--- src/hw/hfo_defs.svh ---
/*
  Offsets, field positions, reset values and timing counts of the HDLC
  frame options block. Assumes byte addresses on a 32-bit Wishbone bus.
*/
// Functional notes
// crc forwarding puts two crc bytes in fifo
// status byte follows the forwarded crc bytes
// received crc is always checked and reported
// host crc mode: no internal crc appended
// host writes crc as last two bytes
// host crc mode still closes with flag
// idle fill: ones or repeated flags
// threshold picks block of 32/16/4/2 bytes
// pool full reports exactly the block size
// host changes threshold only between blocks
// auto fill-in units after transmit fifo empties
// fill-in units reuse last sequence fields
// report sapi command bit follows its selector
// enable bit switches periodic reports on/off
// host selects hdlc mode before reports
// crc bytes stripped when forwarding is off
`ifndef HFO_DEFS_SVH
`define HFO_DEFS_SVH
`define HFO_A_FRAME_CFG 8'h00
`define HFO_A_SU_CFG 8'h04
`define HFO_A_MODE 8'h08
`define HFO_A_IRQ_ST 8'h0C
`define HFO_A_IRQ_MASK 8'h10
`define HFO_A_TX_DATA 8'h14
`define HFO_A_RX_DATA 8'h18
`define HFO_A_CMD 8'h1C
`define HFO_A_STATUS 8'h20
`define HFO_FC_RX_CRC 6
`define HFO_FC_TX_CRC 5
`define HFO_FC_IDLE_FLAGS 4
`define HFO_FC_THRESH 1:0
`define HFO_SU_AUTO_FILL 2
`define HFO_SU_CMD_RESP 1
`define HFO_SU_PERF_EN 0
`define HFO_IRQ_POOL_FULL 0
`define HFO_IRQ_RX_END 1
`define HFO_IRQ_TX_DONE 2
`define HFO_IRQ_RX_OVF 3
`define HFO_FLAG 8'h7E
`define HFO_ONES 8'hFF
`define HFO_CRC_INIT 16'hFFFF
`define HFO_CRC_POLY 16'h8408
`define HFO_CRC_GOOD 16'hF0B8
`define HFO_PERF_SAPI 6'h14
`define HFO_PERF_CTRL 8'h03
`define HFO_PERF_PERIOD_S 1
`define HFO_CLK_HZ 125000000
`endif

--- src/hw/hfo_pkg.sv ---
/*
  Types of the HDLC frame options block: bus carriers, transmit states
  and the block's state apart from the fifo memories. Assumes nothing of its surroundings.
*/
package hfo_pkg;
  typedef struct packed {
    logic cyc;
    logic stb;
    logic we;
    logic [7:0] adr;
    logic [3:0] sel;
    logic [31:0] dat;
  } hfo_wb_req_t;
  typedef struct packed {
    logic ack;
    logic [31:0] dat;
  } hfo_wb_rsp_t;
  typedef enum logic [2:0] {
    TX_IDLE = 3'b000, TX_OPEN = 3'b001, TX_DATA = 3'b011,
    TX_CRC_LO = 3'b010, TX_CRC_HI = 3'b110
  } hfo_tx_st_t;
  typedef enum logic [1:0] {SRC_HOST = 2'b00, SRC_PERF = 2'b01, SRC_FILL = 2'b11} hfo_src_t;
  typedef struct packed {
    logic ack;
    logic [31:0] rdat;
    logic [7:0] fcfg;
    logic [7:0] sucfg;
    logic [2:0] mode;
    logic [3:0] irq_st;
    logic [3:0] irq_mask;
    logic [4:0] tx_wp;
    logic [4:0] tx_rp;
    logic [5:0] tx_cnt;
    logic [5:0] tx_frames;
    hfo_tx_st_t tst;
    hfo_src_t tsrc;
    logic [1:0] tidx;
    logic [7:0] tsh;
    logic [3:0] tbits;
    logic tflag;
    logic [2:0] tones;
    logic tstuff;
    logic tlast;
    logic [15:0] tcrc;
    logic tout;
    logic [7:0] seq0;
    logic [7:0] seq1;
    logic fill_ok;
    logic perf_pend;
    logic [26:0] perf_div;
    logic [2:0] rones;
    logic rinf;
    logic rany;
    logic [7:0] rsh;
    logic [2:0] rbits;
    logic [15:0] rcrc;
    logic [7:0] pipe0;
    logic [7:0] pipe1;
    logic [1:0] pcnt;
    logic [7:0] rstat;
    logic [5:0] rx_wp;
    logic [5:0] rx_rp;
    logic [6:0] rx_cnt;
    logic rblk;
  } hfo_state_t;
endpackage

--- src/hw/hfo_top.sv ---
/*
  HDLC frame options block: Wishbone register slave, transmit and
  receive FIFOs, bit-serial HDLC framer with crc, idle fill, fill-in
  units and periodic reports. Assumes bit enables and receive data
  come from framer timeslot logic on clk_i.
*/
// The register addresses and the Wishbone register port were chosen for this implementation.
`timescale 1ns/1ns
`include "hfo_defs.svh"
module hfo_top #(
  parameter int PERF_PERIOD_CYC = `HFO_PERF_PERIOD_S * `HFO_CLK_HZ
) (
  // clock and reset
  input wire logic clk_i,
  input wire logic rst_i,
  // register bus
  input wire hfo_pkg::hfo_wb_req_t wb_i,
  output hfo_pkg::hfo_wb_rsp_t wb_o,
  // serial line, one bit per enable
  input wire logic tx_bit_en_i,
  output logic tx_data_o,
  input wire logic rx_bit_en_i,
  input wire logic rx_data_i,
  // interrupt
  output logic irq_o
);
  import hfo_pkg::*;

  hfo_state_t s;
  hfo_state_t n;
  logic [8:0] tx_mem [32];
  logic [7:0] rx_mem [64];
  logic tx_we;
  logic [8:0] tx_wd;
  logic rx_we;
  logic [7:0] rx_wd;

  function automatic logic [15:0] crc_byte(input logic [15:0] c, input logic [7:0] d);
    logic [15:0] r;
    r = c;
    for (int i = 0; i < 8; i++) begin
      r = (r >> 1) ^ (((r[0] ^ d[i]) == 1'b1) ? `HFO_CRC_POLY : 16'h0000);
    end
    return r;
  endfunction

  always_comb begin
    logic req;
    logic tx_push;
    logic tx_pop;
    logic rx_push;
    logic rx_pop;
    logic [3:0] set;
    logic [3:0] clr;
    logic [7:0] byte_in;
    logic [7:0] st;
    logic [7:0] fb;
    logic fl;
    logic b;
    logic [6:0] blk;
    n = s;
    req = wb_i.cyc && wb_i.stb && !s.ack;
    tx_push = 1'b0;
    tx_pop = 1'b0;
    rx_push = 1'b0;
    rx_pop = 1'b0;
    set = 4'h0;
    clr = 4'h0;
    byte_in = 8'h00;
    st = 8'h00;
    fb = 8'h00;
    fl = 1'b0;
    b = 1'b0;
    blk = 7'h00;
    tx_we = 1'b0;
    tx_wd = 9'h000;
    rx_we = 1'b0;
    rx_wd = 8'h00;

    // bus slave: ack one cycle after the request, unmapped reads zero
    n.ack = req;
    n.rdat = 32'h0000_0000;
    if (req && wb_i.we && wb_i.sel[0]) begin
      unique case (wb_i.adr)
        `HFO_A_FRAME_CFG: n.fcfg = wb_i.dat[7:0];
        `HFO_A_SU_CFG: n.sucfg = wb_i.dat[7:0];
        `HFO_A_MODE: n.mode = wb_i.dat[2:0];
        `HFO_A_IRQ_ST: clr = wb_i.dat[3:0];
        `HFO_A_IRQ_MASK: n.irq_mask = wb_i.dat[3:0];
        `HFO_A_TX_DATA: begin
          if (s.tx_cnt != 6'd32) begin
            tx_push = 1'b1;
            tx_wd = wb_i.dat[8:0];
          end
        end
        `HFO_A_CMD: begin
          if (wb_i.dat[0]) begin
            n.rblk = 1'b0;
          end
        end
        default: ;
      endcase
    end
    if (req && !wb_i.we) begin
      unique case (wb_i.adr)
        `HFO_A_FRAME_CFG: n.rdat = {24'h00_0000, s.fcfg};
        `HFO_A_SU_CFG: n.rdat = {24'h00_0000, s.sucfg};
        `HFO_A_MODE: n.rdat = {29'h0000_0000, s.mode};
        `HFO_A_IRQ_ST: n.rdat = {28'h000_0000, s.irq_st};
        `HFO_A_IRQ_MASK: n.rdat = {28'h000_0000, s.irq_mask};
        `HFO_A_RX_DATA: begin
          if (s.rx_cnt != 7'd0) begin
            rx_pop = 1'b1;
            n.rdat = {23'h00_0000, 1'b1, rx_mem[s.rx_rp]};
          end
        end
        `HFO_A_STATUS: n.rdat = {10'h000, s.tx_cnt, s.rblk, s.rx_cnt, s.rstat};
        default: ;
      endcase
    end

    // transmit bit engine
    if (tx_bit_en_i) begin
      if (s.tstuff) begin
        n.tout = 1'b0;
        n.tstuff = 1'b0;
        n.tones = 3'd0;
      end else begin
        if (s.tbits == 4'd0) begin
          n.tbits = 4'd8;
          n.tflag = 1'b0;
          unique case (s.tst)
            TX_IDLE: begin
              n.tidx = 2'd0;
              n.tcrc = `HFO_CRC_INIT;
              n.tflag = 1'b1;
              n.tsh = `HFO_FLAG;
              n.tst = TX_OPEN;
              if (s.tx_frames != 6'd0) begin
                n.tsrc = SRC_HOST;
              end else if (s.perf_pend) begin
                n.tsrc = SRC_PERF;
                n.perf_pend = 1'b0;
              end else if (s.sucfg[`HFO_SU_AUTO_FILL] && s.fill_ok && s.tx_cnt == 6'd0) begin
                n.tsrc = SRC_FILL;
              end else begin
                n.tst = TX_IDLE;
                n.tsh = s.fcfg[`HFO_FC_IDLE_FLAGS] ? `HFO_FLAG : `HFO_ONES;
              end
            end
            TX_OPEN, TX_DATA: begin
              if (s.tst == TX_DATA && s.tlast) begin
                if (s.tsrc == SRC_HOST && s.fcfg[`HFO_FC_TX_CRC]) begin
                  n.tflag = 1'b1;
                  n.tsh = `HFO_FLAG;
                  n.tst = TX_IDLE;
                  set[`HFO_IRQ_TX_DONE] = 1'b1;
                end else begin
                  n.tsh = ~s.tcrc[7:0];
                  n.tst = TX_CRC_LO;
                end
              end else begin
                unique case (s.tsrc)
                  SRC_HOST: begin
                    // in host crc mode the host ends the frame with its own crc bytes
                    {fl, fb} = tx_mem[s.tx_rp];
                    tx_pop = 1'b1;
                    if (s.tidx == 2'd0) n.seq0 = fb;
                    if (s.tidx == 2'd1) n.seq1 = fb;
                  end
                  SRC_PERF: begin
                    fb = (s.tidx == 2'd0) ?
                      {`HFO_PERF_SAPI, s.sucfg[`HFO_SU_CMD_RESP], 1'b0} :
                      `HFO_PERF_CTRL;
                    fl = (s.tidx == 2'd1);
                  end
                  default: begin
                    fb = (s.tidx == 2'd0) ? s.seq0 : (s.tidx == 2'd1) ? s.seq1 : 8'h00;
                    fl = (s.tidx == 2'd2);
                  end
                endcase
                n.tsh = fb;
                n.tlast = fl;
                n.tidx = s.tidx + 2'd1;
                n.tst = TX_DATA;
              end
            end
            TX_CRC_LO: begin
              n.tsh = ~s.tcrc[15:8];
              n.tst = TX_CRC_HI;
            end
            TX_CRC_HI: begin
              n.tflag = 1'b1;
              n.tsh = `HFO_FLAG;
              n.tst = TX_IDLE;
              if (s.tsrc == SRC_HOST) begin
                set[`HFO_IRQ_TX_DONE] = 1'b1;
              end
            end
            default: n.tst = TX_IDLE;
          endcase
          if (n.tst == TX_IDLE && s.tst != TX_IDLE && s.tsrc == SRC_HOST) begin
            n.fill_ok = 1'b1;
          end
        end
        b = n.tsh[0];
        n.tout = b;
        n.tsh = {1'b0, n.tsh[7:1]};
        n.tbits = n.tbits - 4'd1;
        if (n.tflag) begin
          n.tones = 3'd0;
        end else begin
          if (n.tst == TX_DATA) begin
            n.tcrc = (n.tcrc >> 1) ^ (((n.tcrc[0] ^ b) == 1'b1) ? `HFO_CRC_POLY : 16'h0000);
          end
          n.tones = b ? s.tones + 3'd1 : 3'd0;
          n.tstuff = b && s.tones == 3'd4;
        end
      end
    end

    // periodic report timer, after the engine so a new tick beats a take
    if (s.perf_div == 27'(PERF_PERIOD_CYC - 1)) begin
      n.perf_div = 27'd0;
      if (s.sucfg[`HFO_SU_PERF_EN]) begin
        n.perf_pend = 1'b1;
      end
    end else begin
      n.perf_div = s.perf_div + 27'd1;
    end
    if (!s.sucfg[`HFO_SU_PERF_EN]) begin
      n.perf_pend = 1'b0;
    end

    // receive bit engine
    if (rx_bit_en_i) begin
      b = rx_data_i;
      if (b) begin
        if (s.rones != 3'd7) n.rones = s.rones + 3'd1;
        if (s.rones == 3'd6) begin
          if (s.rinf && s.rany) begin
            rx_push = 1'b1;
            st = 8'h10;
          end
          n.rinf = 1'b0;
        end
      end else begin
        n.rones = 3'd0;
        if (s.rones == 3'd6) begin
          if (s.rinf && s.rany) begin
            st = {s.rbits == 3'd6, 1'b0, s.rcrc == `HFO_CRC_GOOD, 5'h00};
            rx_push = 1'b1;
          end
          n.rinf = 1'b1;
          n.rany = 1'b0;
          n.rbits = 3'd0;
          n.rcrc = `HFO_CRC_INIT;
          n.pcnt = 2'd0;
        end
      end
      if (s.rones < 3'd5) begin // stuffed zeros and any bit after five ones are dropped
        n.rsh = {b, s.rsh[7:1]};
        n.rbits = s.rbits + 3'd1;
        if (s.rbits == 3'd7 && s.rinf) begin
          byte_in = {b, s.rsh[7:1]};
          n.rany = 1'b1;
          n.rcrc = crc_byte(s.rcrc, byte_in);
          if (s.fcfg[`HFO_FC_RX_CRC]) begin
            rx_push = 1'b1;
            st = byte_in;
          end else begin
            n.pipe0 = byte_in;
            n.pipe1 = s.pipe0;
            if (s.pcnt == 2'd2) begin
              rx_push = 1'b1;
              st = s.pipe1;
            end else begin
              n.pcnt = s.pcnt + 2'd1;
            end
          end
        end
      end
      if (rx_push && !(s.rones < 3'd5)) begin
        n.rstat = st;
        set[`HFO_IRQ_RX_END] = 1'b1;
      end
    end

    // fifo pointers and counts
    if (tx_push) begin
      tx_we = 1'b1;
      n.tx_wp = s.tx_wp + 5'd1;
    end
    if (tx_pop) begin
      n.tx_rp = s.tx_rp + 5'd1;
    end
    n.tx_cnt = s.tx_cnt + {5'd0, tx_push} - {5'd0, tx_pop};
    n.tx_frames = s.tx_frames + {5'd0, tx_push && tx_wd[8]} - {5'd0, tx_pop && fl};
    if (rx_push && s.rx_cnt == 7'd64) begin
      rx_push = 1'b0;
      set[`HFO_IRQ_RX_OVF] = 1'b1;
    end
    if (rx_push) begin
      rx_we = 1'b1;
      rx_wd = st;
      n.rx_wp = s.rx_wp + 6'd1;
    end
    if (rx_pop) begin
      n.rx_rp = s.rx_rp + 6'd1;
    end
    n.rx_cnt = s.rx_cnt + {6'd0, rx_push} - {6'd0, rx_pop};

    // pool full once per block of the selected size
    unique case (s.fcfg[`HFO_FC_THRESH])
      2'b00: blk = 7'd32;
      2'b01: blk = 7'd16;
      2'b10: blk = 7'd4;
      default: blk = 7'd2;
    endcase
    if (!n.rblk && n.rx_cnt >= blk) begin
      n.rblk = 1'b1;
      set[`HFO_IRQ_POOL_FULL] = 1'b1;
    end

    // sticky status, a new event wins over a clear
    n.irq_st = (s.irq_st & ~clr) | set;
  end

  always_ff @(posedge clk_i) begin
    if (rst_i) begin
      s <= '0;
      s.tout <= 1'b1;
    end else begin
      s <= n;
    end
  end

  always_ff @(posedge clk_i) begin
    if (tx_we) begin
      tx_mem[s.tx_wp] <= tx_wd;
    end
    if (rx_we) begin
      rx_mem[s.rx_wp] <= rx_wd;
    end
  end

  assign wb_o = '{ack: s.ack, dat: s.rdat};
  assign tx_data_o = s.tout;
  assign irq_o = |(s.irq_st & s.irq_mask);
endmodule // hfo_top

--- config.mk ---
export PLATFORM = sky130hd
export DESIGN_NAME = hfo_top
export DESIGN_NICKNAME = d
export VERILOG_FILES = /design/src/hw/hfo_pkg.sv /design/src/hw/hfo_top.sv
export VERILOG_INCLUDE_DIRS = /design/src /design/src/hw
export SDC_FILE = /design/constraint.sdc
export NUM_CORES = 1
export LEC_CHECK = 0
export BUFFER_PORTS_ARGS = -buffer_cell sky130_fd_sc_hd__buf_2
export CORE_MARGIN = 4
export CORE_UTILIZATION = 39
export CTS_CLUSTER_DIAMETER = 30
export DETAILED_ROUTE_END_ITERATION = 10
export HOLD_SLACK_MARGIN = 0.12
export PLACE_DENSITY = 0.52
export SETUP_SLACK_MARGIN = 0.1
export SYNTH_ARGS = -nofsm -noshare
export SYNTH_HDL_FRONTEND = slang
export SYNTH_SLANG_ARGS = --single-unit
--- constraint.sdc ---
create_clock -name clk_i -period 5.9 [get_ports clk_i]
set_clock_uncertainty 0.2 [all_clocks]
set_input_delay 0.59 -clock clk_i [delete_from_list [all_inputs] [get_ports clk_i]]
set_output_delay 0.59 -clock clk_i [all_outputs]
set_load 0.01 [all_outputs]
== Yosys cells after proc, flatten, opt, wreduce, memory -nomap -nowiden ==
Memory sizes are Yosys's and may differ from the RTL's. A register that Yosys moved wholly into a read port is not among the register bits.
Index checks and enable logic that the tools add are counted.

* Latch bits: 0
* Word-level logic and storage cells: 334
* Memories kept: 2
* Register bits after elaboration: 246
* Memory bits (read-only): 0
* Output and inout bits: 35
* Bits in writable memories: 800

* Equality and inequality tests: 39
* Bitwise logic cells: 29
* Reduce and logical (&&, ||, !) cells: 62
* Order comparisons: 2
* Divide/modulo/power cells: 0
* $add $sub $neg: 17
* Multiplexer cells: 142
* Shift operators: 0
* $mul: 0

{| class="wikitable"
|+ Memory list
! memory !! depth !! width !! rd ports !! clocked after memory_dff !! write ports !! line !! text
|-
| rx_mem || 64 || 8 || 1 || 1 || 1 || hfo_top.sv:32 || <nowiki>logic [7:0] rx_mem [64];</nowiki>
|-
| tx_mem || 32 || 9 || 1 || 1 || 1 || hfo_top.sv:31 || <nowiki>logic [8:0] tx_mem [32];</nowiki>
|}

{| class="wikitable"
|+ Operators with widths
! operator !! count
|-
| two-way mux 16 bit || 12
|-
| case mux 22 bit (7 select lines) || 1
|-
| bitwise XOR 15 x 16 -> 16 bit || 9
|-
| two-way mux 8 bit || 17
|-
| two-way mux 1 bit || 61
|-
| two-way mux 20 bit || 3
|-
| two-way mux 17 bit || 3
|-
| two-way mux 46 bit || 1
|-
| two-way mux 19 bit || 2
|-
| two-way mux 9 bit || 4
|-
| two-way mux 34 bit || 1
|-
| == test 8 x 5 -> 1 bit, second input constant || 4
|-
| case mux 8 bit (4 select lines) || 1
|-
| adder 27 x 1 -> 27 bit, second input constant || 1
|-
| == test 27 bit, second input constant || 1
|-
| two-way mux 3 bit || 7
|-
| two-way mux 2 bit || 10
|-
| two-way mux 5 bit || 4
|-
| AND reduction 5 bit || 4
|-
| logical AND 1 bit || 19
|-
| two-way mux 18 bit || 1
|-
| case mux 6 bit (3 select lines) || 1
|-
| AND reduction 2 bit || 9
|-
| == test 16 bit, second input constant || 1
|-
| other kinds (55) || 114
|}

== Longest topological paths before layout ==
* Word-level depth: 26
* Mapped depth: 20
* Gate-level depth less buffers: 20

== Worst setup path after synthesis ==
Ideal clock, no wire load.

* Path kind: input port to flip-flop
* From: input wb_i[38] (netlist name)
* To: register s[169] (netlist name)
* Library setup time: 0.128 ns
* Path slack: 1.751 ns
* Arrival: 3.821 ns
* Stages: 15
* Cells stage by stage: clkbuf_1 -> inv_1 -> or3_1 -> a211oi_2 -> and2_1 -> inv_1 -> ha_1 -> inv_1 -> ha_1 -> fa_1 -> a21oi_1 -> nor2_1 -> nor2_1 -> xor2_1 -> nor2_1

* Cells in the longest elaborated chain, start to end: 6
* Elaborated cells between the ends (all ways): 8
* Classes of those cells: 2 x add/sub; 1 x eq/ne; 4 x mux; 1 x reduce/logical

{| class="wikitable"
|+ RTL lines
! what !! line !! text
|-
| start, declared || hfo_top.sv:17 || <nowiki>input wire hfo_pkg::hfo_wb_req_t wb_i,</nowiki>
|-
| == test 8 x 5 -> 1 bit || hfo_top.sv:84 || <nowiki>unique case (wb_i.adr)</nowiki>
|-
| two-way mux 9 bit || hfo_top.sv:84 ||
|-
| two-way mux 9 bit || hfo_top.sv:83 || <nowiki>if (req && wb_i.we && wb_i.sel[0]) begin</nowiki>
|-
| named net tx_wd[8] || hfo_top.sv:34 || <nowiki>logic [8:0] tx_wd;</nowiki>
|-
| logical AND 1 bit || hfo_top.sv:298 || <nowiki>n.tx_frames = s.tx_frames + {5'd0, tx_push && tx_wd[8]} - {5'd0, tx_pop && fl};</nowiki>
|-
| adder 6 x 1 -> 6 bit || hfo_top.sv:298 ||
|-
| subtractor 6 x 1 -> 6 bit || hfo_top.sv:298 ||
|-
| end signal, assigned || hfo_top.sv:334 || <nowiki>s <= n;</nowiki>
|-
| end, declared || hfo_top.sv:29 || <nowiki>hfo_state_t s;</nowiki>
|}

The timed path passes the listed nets, and every way through them passes these cells.
A chain may end at the register's enable or synchronous reset.

==> impl_metrics.csv <==
group,metric,value,unit
clock_tree,cts_inserted_buffers,209,
timing,slew_viol_final,0,
worst_setup_path,path_class,"flop to flop",
timing,worst_pin_slew,1.36,ns
finish,drive_gt1_share,24.2,%
worst_setup_path,crit_fanout,6,
synthesis,mappedNetlistArea,42200,sq um
power_and_ir_drop,combPwrFrac,3.2,%
timing,finalSetupViolations,0,
timing,fin_hold_ws,0.198,ns
clock_tree,clk_pin_slew,0.05,ns
clock_tree,cts_setup_buffers,0,
synthesis,synthCells,2626,
worst_setup_path,critPathLaunchType,"flop",
route,drtAntennaViolNets,0,
route,first_pass_iters,5,
synthesis,yosysSeqAreaShare,68.5,%
timing,fin_setup_tns,0,ns
job,cap_viol_max_count,0,
timing,slew_headroom,9.09,%
power_and_ir_drop,ir_drop,0.264,mV
floorplanning,fp.dieW,337,um
route,wl_per_cell,23.1,um
timing,finalWorstSetupSlack,1.06,ns
worst_setup_path,r2r_start,"s[62]",
route,route.detailed.drc,0,
route,via_per_inst,5.34,
synthesis,syn_avg_cell_area,16.1,sq um
grt,track_usage,17.9,%
clock_tree,clock_sinks,1046,
power_and_ir_drop,powerDensity,400,nW/um^2
status,status,"complete, no violations",
grt,grt_pass1_wl,153000,um
power_and_ir_drop,p_int,16.2,mW
finish,finalNonFillerCells,4370,
finish,layout_commonest_cell,"edfxtp_1",
route,drtIter0Drc,1889,
clock_tree,cts_resized,0,
placed_design,dp_cells,3962,
placed_design,pre_cts_ws,1.02,ns
clock_tree,cts-htree-levels,4,
hold_path,hp-start,"wb_i[38]",
placed_design,place_hpwl,63500,um
timing,min_period,4.84,ns
timing,finalCritPeriodShare,82.0,%
worst_setup_path,cp_data_arrival_time,5.26,ns
power_and_ir_drop,p_sw,4.39,mW
power_and_ir_drop,leakagePower,14.6,nW
power_and_ir_drop,clkPwrFrac,58.0,%
finish,layout_common_cells,"edfxtp_1, nor2_1, mux4_2, dfxtp_1, clkbuf_16",
finish,fill_cells,8989,
floorplanning,core_area,107000,sq um
synthesis,synth.top_cell.area_share,56.9,%
grt,grt_pass1_vias,24400,
clock_tree,clock_latency,0.78,ns
placed_design,port_buffers,50,
synthesis,synth_cell_types,72,
floorplanning,boundaryPins,87,
finish,fin_nets,2889,
power_and_ir_drop,seqPwrFrac,38.9,%
floorplanning,num_rows,120,
synthesis,synth_area_leaders,"edfxtp_1, mux4_2, dfxtp_1, nor2_1, mux2i_1",
clock_tree,tritoncts,"built",
route,vias,23300,
hold_path,hold_class,"input pin to flop",
floorplanning,start_util,39.4,%
route,wirelength,101000,um
synthesis,ys_warn_count,0,
synthesis,async_flop_share,0,%
grt,grt_max_degree,83,
synthesis,synth_edf_count,800,
grt,overflow,0,
timing,rsz0062_at_grt,"no",
finish,area_growth,21.5,%
floorplanning,dieArea,114000,sq um
synthesis,synth_flop_cell,"edfxtp_1",
clock_tree,clock_path_buffers,3,
grt,grt_antenna_before_repair,10,
worst_setup_path,required,6.32,ns
power_and_ir_drop,switching_share,21.4,%
synthesis,ys_ff_latch,1046,
worst_setup_path,crit_path_start,"s[62]",
floorplanning,die_h,337,um
timing,final_hold_viol_count,0,
finish,final_util,47.8,%
worst_setup_path,endpoint_kind,"flop",
placed_design,gp_congestion,0.816,
clock_tree,cts-root-buf,"clkbuf_16",
timing,timing.fmax,207,MHz
synthesis,yosys.area.top_type,"edfxtp_1",
==> repair_timing <==
action,4_1_cts,5_1_grt
hold buffers,14,0
endpoints found under the setup margin,0,0
endpoints found under the hold margin,94,0
==> layer usage <==
layer / global-route usage (%) / vias to the layer above / share of wire (%)
met3: 3.85 / 162 / 5.6
met5: 0 / - / 0
li1: - / 10500 / -
met1: 23.8 / 12100 / 43
met2: 29.8 / 632 / 50
met4: 5.44 / 0 / 1.9
==> power groups by stage <==
stage	Combinational (mW)	Sequential (mW)	Clock, mW
floorplan	0.513	8.08	0
global placement	0.625	8.11	0
detailed placement	0.641	8.12	0
CTS	0.654	7.98	12.1
global route	0.729	7.98	12.5
finish	0.649	7.98	11.9
==> cell families (layout without fill, tap and decap cells) <==
family	count (synthesis)	after routing	share of synthesized area (%)
other	1	12	0.00888
DFF	1046	1046	68.5
buffers and inverters	219	549	2.45
muxes	313	313	14.8
adders and majority gates	53	53	1.62
and+or+nand+nor	667	667	7.16
xor gates and xnor gates	87	87	1.80
AOI/OAI and AO/OA	240	240	3.68
==> critical path: stages (launching register included) <==
cell	delay, ns
dfxtp_1	0.37
ha_1	0.18
ha_1	0.20
o2111a_1	0.24
o21ai_1	0.10
a21oi_1	0.58
inv_1	0.39
ha_1	0.39
inv_1	0.04
ha_1	0.20
fa_1	0.46
a21oi_1	0.15
o21bai_1	0.11
xor2_1	0.17
ha_1	0.30
a21boi_0	0.12
o21ai_0	0.16
nand2_1	0.09
o21ai_0	0.17
a21oi_1	0.08
==> stage by stage <==
stage | power (mW) | area, sq um
2_1_floorplan | 8.59 | 42300
3_3_place_gp | 8.74 | 43900
3_5_place_dp | 8.76 | 43900
4_1_cts | 20.7 | 51300
5_1_grt | 21.2 | 51300
6_report | 20.5 | 51300
==> synthesized netlist by cell type (all sizes together) (32+ instances only) <==
cell type / n
o21ai: 32
nor2: 306
mux2i: 64
inv: 49
a21oi: 83
edfxtp: 800
nor3: 38
a211oi: 39
buf: 81
nand2: 150
xor2: 43
dfxtp: 246
mux4: 248
ha: 50
xnor2: 44
clkbuf: 89
==> final timing paths <==
| check | to | slack, ns | cells past startpoint |
|---|---|---|---|
| hold reg to reg | s[73] | 0.25 | 2 |
| setup / recovery | s[191] | 1.06 | 19 |
| setup reg to reg | s[191] | 1.06 | 19 |
| hold / removal | wb_o[3] | 0.20 | 5 |
==> layout make-up <==
class	instances	area [sq um]	area share (%)
antenna	2	5.00	0.00975
multi-input combinational	1370	12400	24.1
clock buffer	245	5530	10.8
timing repair buffer	108	777	1.51
clock inverter	147	1750	3.41
inverter	49	184	0.358
sequential	1046	29000	56.4
tap	1403	1760	3.42
==> flip-flops by register name (all words and copies together), names as in the netlist, named ones only <==
| name | count |
|---|---|
| tx_mem | 288 |
| rx_mem | 512 |
| s | 211 |
| tx_data_o | 1 |
| wb_o | 23 |
Power figures use the tool's default switching activity.
